<file path="src/include/pwmps_pkg.sv">
// Constants shared by the pulse timer period register slice
package pwmps_pkg;

  // --------------------------------------------------------------------
  // Register indices (byte address is four times the index)
  // --------------------------------------------------------------------
  localparam logic [15:0] IDX_CH0_PERIOD_LOW = 16'hF0A0;
  localparam logic [15:0] IDX_CH0_PERIOD_HIGH = 16'hF0A1;
  localparam logic [15:0] IDX_CH1_PERIOD_LOW = 16'hF0A8;
  localparam logic [15:0] IDX_CH1_PERIOD_HIGH = 16'hF0A9;
  localparam logic [15:0] IDX_CH2_DUTY_HIGH = 16'hF0B3;
  localparam logic [15:0] IDX_CH2_COUNTER_LOW = 16'hF0B4;
  localparam logic [15:0] IDX_CH2_COUNTER_HIGH = 16'hF0B5;
  localparam logic [15:0] IDX_CH2_CONTROL_ZERO = 16'hF0B6;
  localparam logic [15:0] IDX_CH2_CONTROL_ONE = 16'hF0B7;
  localparam logic [15:0] IDX_RUN_CONTROL = 16'hF0BF;

  // --------------------------------------------------------------------
  // Reset values
  // --------------------------------------------------------------------
  localparam logic [7:0] PERIOD_BYTE_RESET = 8'hFF;
  localparam logic [15:0] PERIOD_RESET = 16'hFFFF;
  localparam logic [7:0] DUTY_HIGH_RESET = 8'h00;
  localparam logic [15:0] COUNTER_RESET = 16'h0000;
  localparam logic [7:0] CONTROL_ZERO_RESET = 8'h00;
  localparam logic [7:0] CONTROL_ONE_RESET = 8'h40;
  localparam logic [2:0] RUN_RESET = 3'h0;

  // --------------------------------------------------------------------
  // Period values
  // --------------------------------------------------------------------
  localparam logic [15:0] PERIOD_ZERO = 16'h0000;
  localparam logic [15:0] PERIOD_SUBSTITUTE = 16'h0001;
  localparam logic [15:0] CH2_PERIOD_FULL = 16'hFFFF;

  // --------------------------------------------------------------------
  // Bus lanes and layout
  // --------------------------------------------------------------------
  localparam logic [3:0] STRB_NONE = 4'h0;
  localparam logic [3:0] STRB_BYTE = 4'h1;
  localparam logic [3:0] STRB_WORD = 4'h3;
  localparam int INDEX_LSB = 2;
  localparam int INDEX_MSB = 17;
  localparam int MIN_ADDR_WIDTH = 18;
  localparam int CHANNELS = 3;
  localparam int RUN_WIDTH = 3;
  localparam logic [1:0] WORD_ALIGN = 2'h0;

  // --------------------------------------------------------------------
  // Bus slave states
  // --------------------------------------------------------------------
  typedef enum logic [1:0] {
    ST_IDLE = 2'b01,
    ST_ANSWER = 2'b10
  } pwmps_bus_state_type;

endpackage

</file>
<file path="src/logic/pwmps_channel.sv">
// One channel: period buffer with zero substitution and running counter
`timescale 1ns/1ps
module pwmps_channel
(
  input wire logic pclk,
  input wire logic presetn,
  input wire logic tick,
  input wire logic run,
  input wire logic clear,
  input wire logic [15:0] period_value,
  output logic [15:0] count,
  output logic [15:0] period_buffer,
  output logic period_end
);

  logic [15:0] next_buffer;
  logic [16:0] count_plus;
  logic wrap;

  // --------------------------------------------------------------------
  // Period buffer
  // --------------------------------------------------------------------
  always_comb
  begin
    if (period_value == pwmps_pkg::PERIOD_ZERO)
      next_buffer = pwmps_pkg::PERIOD_SUBSTITUTE;
    else
      next_buffer = period_value;
  end

  assign count_plus = {1'b0, count} + 17'h00001;
  assign wrap = (count_plus >= {1'b0, period_buffer});

  // Follows the registers while stopped, reloads at each period end
  always_ff @(posedge pclk or negedge presetn)
  begin
    if (!presetn)
      period_buffer <= pwmps_pkg::PERIOD_RESET;
    else if (!run || (tick && wrap))
      period_buffer <= next_buffer;
  end

  // --------------------------------------------------------------------
  // Counter
  // --------------------------------------------------------------------
  always_ff @(posedge pclk or negedge presetn)
  begin
    if (!presetn)
      count <= pwmps_pkg::COUNTER_RESET;
    else if (clear)
      count <= pwmps_pkg::COUNTER_RESET;
    else if (run && tick)
    begin
      if (wrap)
        count <= pwmps_pkg::COUNTER_RESET;
      else
        count <= count_plus[15:0];
    end
  end

  always_ff @(posedge pclk or negedge presetn)
  begin
    if (!presetn)
      period_end <= 1'b0;
    else
      period_end <= run && tick && wrap && !clear;
  end

endmodule

</file>
<file path="src/logic/pwmps_slice.sv">
// Period register slice of the three channel pulse timer, APB slave
`timescale 1ns/1ps
// Functional notes
// - Channel 0 period is 16 bits: low byte, high byte at next address.
// - Channel 1 period is 16 bits: low byte, high byte at next address.
// - Period low accepts byte or word access; period high only bytes.
// - All channel 0 and 1 period bytes reset to all ones.
// - Channel 0 period of zero loads one into its period buffer.
// - Channel 1 period of zero loads one into its period buffer.
// - Channel 2 counter: word-capable low byte, byte-only high; reset zero.
// - Channel 2 control zero: read-write, byte or word, resets zero.
// - Channel 2 control one: read-write, byte only, resets with bit 6.
// - Channel 2 duty high byte: read-write, byte only, resets zero.
// - Any accepted write to a counter byte clears the whole counter.
module pwmps_slice
#(
  parameter int ADDR_WIDTH = 18,
  parameter int TICK_DIVIDE = 4
)
(
  input wire logic pclk,
  input wire logic presetn,
  input wire logic psel,
  input wire logic penable,
  input wire logic pwrite,
  input wire logic [ADDR_WIDTH-1:0] paddr,
  input wire logic [31:0] pwdata,
  input wire logic [3:0] pstrb,
  output logic [31:0] prdata,
  output logic pready,
  output logic pslverr,
  output logic [15:0] ch0_period_buffer,
  output logic [15:0] ch1_period_buffer,
  output logic [15:0] ch0_count,
  output logic [15:0] ch1_count,
  output logic [15:0] ch2_count,
  output logic [2:0] period_end,
  output logic [7:0] ch2_duty_high,
  output logic [7:0] ch2_control_zero,
  output logic [7:0] ch2_control_one
);

  // --------------------------------------------------------------------
  // Parameter checks
  // --------------------------------------------------------------------
  if (ADDR_WIDTH < pwmps_pkg::MIN_ADDR_WIDTH)
  begin : bad_addr_width
    $error("ADDR_WIDTH too small for the register map");
  end
  if (TICK_DIVIDE < 1 || TICK_DIVIDE > 65535)
  begin : bad_tick_divide
    $error("TICK_DIVIDE must lie between 1 and 65535");
  end

  // --------------------------------------------------------------------
  // Declarations
  // --------------------------------------------------------------------
  pwmps_pkg::pwmps_bus_state_type state;
  pwmps_pkg::pwmps_bus_state_type next_state;
  logic [7:0] ch0_period_low;
  logic [7:0] ch0_period_high;
  logic [7:0] ch1_period_low;
  logic [7:0] ch1_period_high;
  logic [2:0] run_control;
  logic [15:0] index;
  logic upper_zero;
  logic mapped;
  logic word_capable;
  logic strobe_legal;
  logic bad;
  logic error_latched;
  logic [31:0] read_value;
  logic write_go;
  logic word_write;
  logic low_lane;
  logic high_lane;
  logic [15:0] tick_count;
  logic tick;
  logic [15:0] period_value [pwmps_pkg::CHANNELS];
  logic [15:0] count_value [pwmps_pkg::CHANNELS];
  logic [15:0] buffer_value [pwmps_pkg::CHANNELS];
  logic [2:0] clear;
  logic ch2_clear;

  // --------------------------------------------------------------------
  // Address decode
  // --------------------------------------------------------------------
  assign index = paddr[pwmps_pkg::INDEX_MSB:pwmps_pkg::INDEX_LSB];
  assign upper_zero = ((paddr >> pwmps_pkg::MIN_ADDR_WIDTH) == '0);

  always_comb
  begin
    mapped = 1'b1;
    word_capable = 1'b0;
    read_value = 32'h00000000;
    unique case (index)
      pwmps_pkg::IDX_CH0_PERIOD_LOW:
      begin
        word_capable = 1'b1;
        read_value = {16'h0000, ch0_period_high, ch0_period_low};
      end
      pwmps_pkg::IDX_CH0_PERIOD_HIGH:
        read_value = {24'h000000, ch0_period_high};
      pwmps_pkg::IDX_CH1_PERIOD_LOW:
      begin
        word_capable = 1'b1;
        read_value = {16'h0000, ch1_period_high, ch1_period_low};
      end
      pwmps_pkg::IDX_CH1_PERIOD_HIGH:
        read_value = {24'h000000, ch1_period_high};
      pwmps_pkg::IDX_CH2_DUTY_HIGH:
        read_value = {24'h000000, ch2_duty_high};
      pwmps_pkg::IDX_CH2_COUNTER_LOW:
      begin
        word_capable = 1'b1;
        read_value = {16'h0000, ch2_count};
      end
      pwmps_pkg::IDX_CH2_COUNTER_HIGH:
        read_value = {24'h000000, ch2_count[15:8]};
      pwmps_pkg::IDX_CH2_CONTROL_ZERO:
      begin
        word_capable = 1'b1;
        read_value = {16'h0000, ch2_control_one, ch2_control_zero};
      end
      pwmps_pkg::IDX_CH2_CONTROL_ONE:
        read_value = {24'h000000, ch2_control_one};
      pwmps_pkg::IDX_RUN_CONTROL:
        read_value = {29'h00000000, run_control};
      default:
        mapped = 1'b0;
    endcase
  end

  // Byte-only registers refuse a two-lane strobe
  always_comb
  begin
    strobe_legal = 1'b0;
    if (!pwrite)
      strobe_legal = 1'b1;
    else if (pstrb == pwmps_pkg::STRB_NONE || pstrb == pwmps_pkg::STRB_BYTE)
      strobe_legal = 1'b1;
    else if (pstrb == pwmps_pkg::STRB_WORD && word_capable)
      strobe_legal = 1'b1;
  end

  assign bad = !mapped || !upper_zero || !strobe_legal ||
    (paddr[1:0] != pwmps_pkg::WORD_ALIGN);

  // --------------------------------------------------------------------
  // Bus slave: setup latches the answer, access completes at once
  // --------------------------------------------------------------------
  always_comb
  begin
    next_state = state;
    unique case (state)
      pwmps_pkg::ST_IDLE:
        if (psel && !penable)
          next_state = pwmps_pkg::ST_ANSWER;
      pwmps_pkg::ST_ANSWER:
        next_state = pwmps_pkg::ST_IDLE;
      default:
        next_state = pwmps_pkg::ST_IDLE;
    endcase
  end

  always_ff @(posedge pclk or negedge presetn)
  begin
    if (!presetn)
      state <= pwmps_pkg::ST_IDLE;
    else
      state <= next_state;
  end

  always_ff @(posedge pclk or negedge presetn)
  begin
    if (!presetn)
    begin
      prdata <= 32'h00000000;
      error_latched <= 1'b0;
    end
    else if (state == pwmps_pkg::ST_IDLE && psel && !penable)
    begin
      error_latched <= bad;
      if (!pwrite && !bad)
        prdata <= read_value;
      else
        prdata <= 32'h00000000;
    end
  end

  assign pready = (state == pwmps_pkg::ST_ANSWER);
  assign pslverr = pready && error_latched;

  assign write_go = pready && psel && penable && pwrite && !error_latched;
  assign word_write = (pstrb == pwmps_pkg::STRB_WORD);
  assign low_lane = write_go && pstrb[0];
  assign high_lane = write_go && word_write;

  // --------------------------------------------------------------------
  // Period registers
  // --------------------------------------------------------------------
  always_ff @(posedge pclk or negedge presetn)
  begin
    if (!presetn)
    begin
      ch0_period_low <= pwmps_pkg::PERIOD_BYTE_RESET;
      ch0_period_high <= pwmps_pkg::PERIOD_BYTE_RESET;
    end
    else if (index == pwmps_pkg::IDX_CH0_PERIOD_LOW && low_lane)
    begin
      ch0_period_low <= pwdata[7:0];
      if (high_lane)
        ch0_period_high <= pwdata[15:8];
    end
    else if (index == pwmps_pkg::IDX_CH0_PERIOD_HIGH && low_lane)
      ch0_period_high <= pwdata[7:0];
  end

  always_ff @(posedge pclk or negedge presetn)
  begin
    if (!presetn)
    begin
      ch1_period_low <= pwmps_pkg::PERIOD_BYTE_RESET;
      ch1_period_high <= pwmps_pkg::PERIOD_BYTE_RESET;
    end
    else if (index == pwmps_pkg::IDX_CH1_PERIOD_LOW && low_lane)
    begin
      ch1_period_low <= pwdata[7:0];
      if (high_lane)
        ch1_period_high <= pwdata[15:8];
    end
    else if (index == pwmps_pkg::IDX_CH1_PERIOD_HIGH && low_lane)
      ch1_period_high <= pwdata[7:0];
  end

  // --------------------------------------------------------------------
  // Channel 2 duty and control registers, run control and channel 2 counter clear
  // --------------------------------------------------------------------
  always_ff @(posedge pclk or negedge presetn)
  begin
    if (!presetn)
      ch2_duty_high <= pwmps_pkg::DUTY_HIGH_RESET;
    else if (index == pwmps_pkg::IDX_CH2_DUTY_HIGH && low_lane)
      ch2_duty_high <= pwdata[7:0];
  end

  always_ff @(posedge pclk or negedge presetn)
  begin
    if (!presetn)
    begin
      ch2_control_zero <= pwmps_pkg::CONTROL_ZERO_RESET;
      ch2_control_one <= pwmps_pkg::CONTROL_ONE_RESET;
    end
    else if (index == pwmps_pkg::IDX_CH2_CONTROL_ZERO && low_lane)
    begin
      ch2_control_zero <= pwdata[7:0];
      if (high_lane)
        ch2_control_one <= pwdata[15:8];
    end
    else if (index == pwmps_pkg::IDX_CH2_CONTROL_ONE && low_lane)
      ch2_control_one <= pwdata[7:0];
  end

  always_ff @(posedge pclk or negedge presetn)
  begin
    if (!presetn)
      run_control <= pwmps_pkg::RUN_RESET;
    else if (index == pwmps_pkg::IDX_RUN_CONTROL && low_lane)
      run_control <= pwdata[pwmps_pkg::RUN_WIDTH-1:0];
  end

  // Data ignored, any accepted write to either byte clears
  assign ch2_clear = write_go && (index == pwmps_pkg::IDX_CH2_COUNTER_LOW ||
    index == pwmps_pkg::IDX_CH2_COUNTER_HIGH);

  // --------------------------------------------------------------------
  // Count rate divider
  // --------------------------------------------------------------------
  always_ff @(posedge pclk or negedge presetn)
  begin
    if (!presetn)
      tick_count <= 16'h0000;
    else if (tick)
      tick_count <= 16'h0000;
    else
      tick_count <= tick_count + 16'h0001;
  end

  assign tick = (tick_count == 16'(TICK_DIVIDE - 1));

  // --------------------------------------------------------------------
  // Channels
  // --------------------------------------------------------------------
  assign period_value[0] = {ch0_period_high, ch0_period_low};
  assign period_value[1] = {ch1_period_high, ch1_period_low};
  assign period_value[2] = pwmps_pkg::CH2_PERIOD_FULL;
  assign clear = {ch2_clear, 2'b00};

  for (genvar ch = 0; ch < pwmps_pkg::CHANNELS; ch++)
  begin : channel
    // Zero period substitution and buffer compare inside
    pwmps_channel unit
    (
      .pclk(pclk),
      .presetn(presetn),
      .tick(tick),
      .run(run_control[ch]),
      .clear(clear[ch]),
      .period_value(period_value[ch]),
      .count(count_value[ch]),
      .period_buffer(buffer_value[ch]),
      .period_end(period_end[ch])
    );
  end

  assign ch0_count = count_value[0];
  assign ch1_count = count_value[1];
  assign ch2_count = count_value[2];
  assign ch0_period_buffer = buffer_value[0];
  assign ch1_period_buffer = buffer_value[1];

endmodule

</file>
<file path="config.mk">
export PLATFORM = sky130hd
export DESIGN_NAME = pwmps_slice
export DESIGN_NICKNAME = d
export VERILOG_FILES = /design/src/include/pwmps_pkg.sv /design/src/logic/pwmps_channel.sv /design/src/logic/pwmps_slice.sv
export SDC_FILE = /design/constraint.sdc
export NUM_CORES = 1
export LEC_CHECK = 0
export BUFFER_PORTS_ARGS = -buffer_cell sky130_fd_sc_hd__buf_2
export CORE_MARGIN = 1.5
export CORE_UTILIZATION = 59
export CTS_BUF_LIST = sky130_fd_sc_hd__clkbuf_4
export DETAILED_ROUTE_END_ITERATION = 12
export GPL_TIMING_DRIVEN = 0
export PLACE_DENSITY = 0.83
export SYNTH_ARGS = -nofsm -noshare
export SYNTH_HDL_FRONTEND = slang
export SYNTH_HIERARCHICAL = 1
export SYNTH_SLANG_ARGS = --single-unit
</file>
<file path="constraint.sdc">
create_clock -name pclk -period 4.97 [get_ports pclk]
set_clock_uncertainty 0.15 [all_clocks]
set_input_delay 0.2485 -clock pclk [delete_from_list [all_inputs] [get_ports pclk]]
set_output_delay 0.2485 -clock pclk [all_outputs]
set_load 0.005 [all_outputs]
</file>
==> impl_metrics.yaml <==
worst_setup_path:
  cp.required_ns: 5.37
  path_class: "flop to flop"
  startpoint_type: "flop"
  cp_max_fo: 10
  endpoint_kind: "flop"
  rrSetupSlack_ns: 0.67
  arrival_ns: 4.70
floorplanning:
  die_x_um: 145
  core-area_um2: 19700
  die_area_um2: 21100
  initial_core_util_pct: 60.6
  die_height_um: 145
  io_pins: 200
  placementRows: 51
placed_design:
  dpl_cell_area_um2: 13300
  place_inst: 1613
  hpwl_mm: 25.0
  portBuffers: 163
  place_congestion: 0.996
cts:
  cts_made_buffers: 17
  worstSkewPairLatency_ns: 0.61
  clockBufferDepth: 2
  clock-sinks: 193
  cts-resized-gates: 0
  cts_tree: "done"
  cts.htree.levels: 4
  clock-root-buffer: "clkbuf_4"
  clk_pin_slew_ns: 0.16
finish:
  layout-drive-gt1-share_pct: 32.2
  final_common_cell: "buf_2"
  final_nets: 1506
  regArea_um2: 4930
  multi_input_area_um2: 6570
  syn2layout_area_growth_pct: 16.1
  final_cell_mix: "buf_2 (172), dfrtp_1 (111), nand2_1 (101), mux2_2 (83), dfstp_2 (82)"
  final_area_um2: 13800
  fin_cells: 1675
  num-fill-cells: 1493
routing:
  avgViaCountPerCell: 6.25
  routed_wl_mm: 34.2
  route.detailed.drc: 0
  antenna_left: 0
  first_pass_iters: 10
  drt_iter0_drc: 937
  vias: 10470
  wire_per_inst_um: 20.4
synth:
  ys.flop_type: "dfrtp_1"
  yosys_warnings: 6
  ys_async_sr_fraction_pct: 100
  ys_seq_elements: 193
  ys_seq_area_share_pct: 41.4
  synth_edf_count: 0
  netlist_instances: 1135
  synth.avg_cell_area_um2: 10.5
  yosysUniqueCellTypes: 76
  synth_area_um2: 11900
grt:
  grt_overflow_total: 0
  grt_antenna_before_repair: 2
  grt_use_total_pct: 32.7
  grt_pass1_wl_mm: 54.4
  grt_start_max_net_pins: 113
  grt_pass1_vias: 10143
sta:
  rsz0062_at_grt: "no"
  setup_tns_ns: 0
  tightest_slew_ns: 0.884
  final-setup-viol-count: 0
  relSlewSlack_pct: 41.0
  drv_slew: 0
  timing.final.hold_violations: 0
  fin_crit_ns: 4.30
  period_share_pct: 86.6
  max_freq_mhz: 232
power_and_ir_drop:
  powerDensity_nw_per_um2: 190
  vdd_drop_max_uv: 139
  p_leak_nw: 6.53
job:
  maxCapViolations: 0
min_path:
  min_path_type: "input port to asynchronous set/reset pin"
status:
  status: "completed"
-- cell families after synthesis --
group	share of synthesized area [%]
flops	41.4
xor+xnor	3.45
buf+inv	5.02
fa+ha+maj	5.46
mux	13.7
compound gates	14.0
simple gates	16.9
other cells	0.0630
-- what timing repair did --
item,4_1_cts,5_1_grt
buffers inserted,0,0
hold endpoints to repair,162,0
hold buffers,28,0
-- sequential cells by signal, indices dropped and copies added (netlist names), 2 cells and up --
signal	flops
ch0_period_high	8
ch0_period_low	8
ch1_period_high	8
ch1_period_low	8
ch2_control_one	8
ch2_control_zero	8
ch2_duty_high	8
channel.unit/count	48
channel.unit/period_buffer	48
channel.unit/period_end	3
prdata	16
run_control	3
state	2
tick_count	16
-- report_power, final --
group	total, mW	leakage (nW)	internal [mW]	switching [mW]
registers	1.59	2.38	1.59	0.00431
logic	0.197	4.01	0.0728	0.124
clock network	0.833	0.143	0.256	0.577
-- cell usage after synthesis (19+ instances only) --
cell | n | area, um2
mux2_4 | 32 | 480
ha_1 | 52 | 651
o21ai_0 | 27 | 135
clkbuf_1 | 30 | 113
xnor2_1 | 30 | 263
nor2_1 | 44 | 165
nand4_1 | 31 | 194
and3_1 | 19 | 119
nor4_1 | 20 | 125
mux2_2 | 83 | 935
nand2_1 | 101 | 379
dfrtp_1 | 111 | 2780
nor3_1 | 28 | 140
a22oi_1 | 35 | 263
nand3_1 | 37 | 185
dfstp_2 | 82 | 2150
inv_1 | 62 | 233
-- metrics by stage --
stage | setup WS (ns) | hold WS, ns | power, mW | util (%)
after global routing | 0.393 | 0.00385 | 2.72 | 70.4
after global placement | 0.469 | 0.323 | 1.78 | 67.4
final | 0.668 | 0.0330 | 2.62 | 70.4
after detailed placement | 0.726 | 0.130 | 1.79 | 67.6
after CTS | 0.699 | 0.00233 | 2.62 | 70.3
after floorplan | 1.20 | -0.197 | 1.70 | -
-- metal layers --
metal	vias to the layer above	part of all wire [%]	track usage, %
met1	5049	40	42.7
met4	0	4.5	14.6
li1	4698	-	-
met2	591	47	52.7
met3	132	8.7	6.38
met5	-	0	0
-- cell type report --
cell class | count | area share, %
clock inverters | 15 | 0.959
repair buffers | 192 | 8.20
flip-flops and latches | 193 | 35.7
inverters | 63 | 1.71
plain buffers | 66 | 2.61
clock buffers | 17 | 0.923
diodes | 2 | 0.0362
well taps | 265 | 2.40
multi-input cells | 862 | 47.5
-- path summary, 6_finish.rpt --
kind | startpoint | end | cells past startpoint
max reg2reg | channel[2].unit/count[2]$_DFFE_PN0P_ | channel[2].unit/period_buffer[5]$_DFFE_PN1P_ | 14
max in group asynchronous | presetn | channel[0].unit/period_buffer[7]$_DFFE_PN1P_ | 3
min in group pclk | paddr[2] | ch1_period_low[0]$_DFFE_PN1P_ | 4
min | presetn | channel[2].unit/count[13]$_DFFE_PN0P_ | 2
min reg2reg | tick_count[15]$_DFF_PN0_ | tick_count[15]$_DFF_PN0_ | 1
max | channel[2].unit/count[2]$_DFFE_PN0P_ | channel[2].unit/period_buffer[5]$_DFFE_PN1P_ | 14
-- critical path: stages (launching register included) --
cell and delay, ns:
dfrtp_1 0.44, clkbuf_1 0.30, nand3_1 0.19, nor2_1 0.20, nand2_1 0.24, o21a_1 0.25, or2_2 0.29, ha_1 0.29
and3_1 0.20, a221o_1 0.29, a21o_1 0.21, o31ai_4 0.44, a31oi_4 0.21, buf_6 0.23, mux2_4 0.30
(Power assumes the default switching activity.)
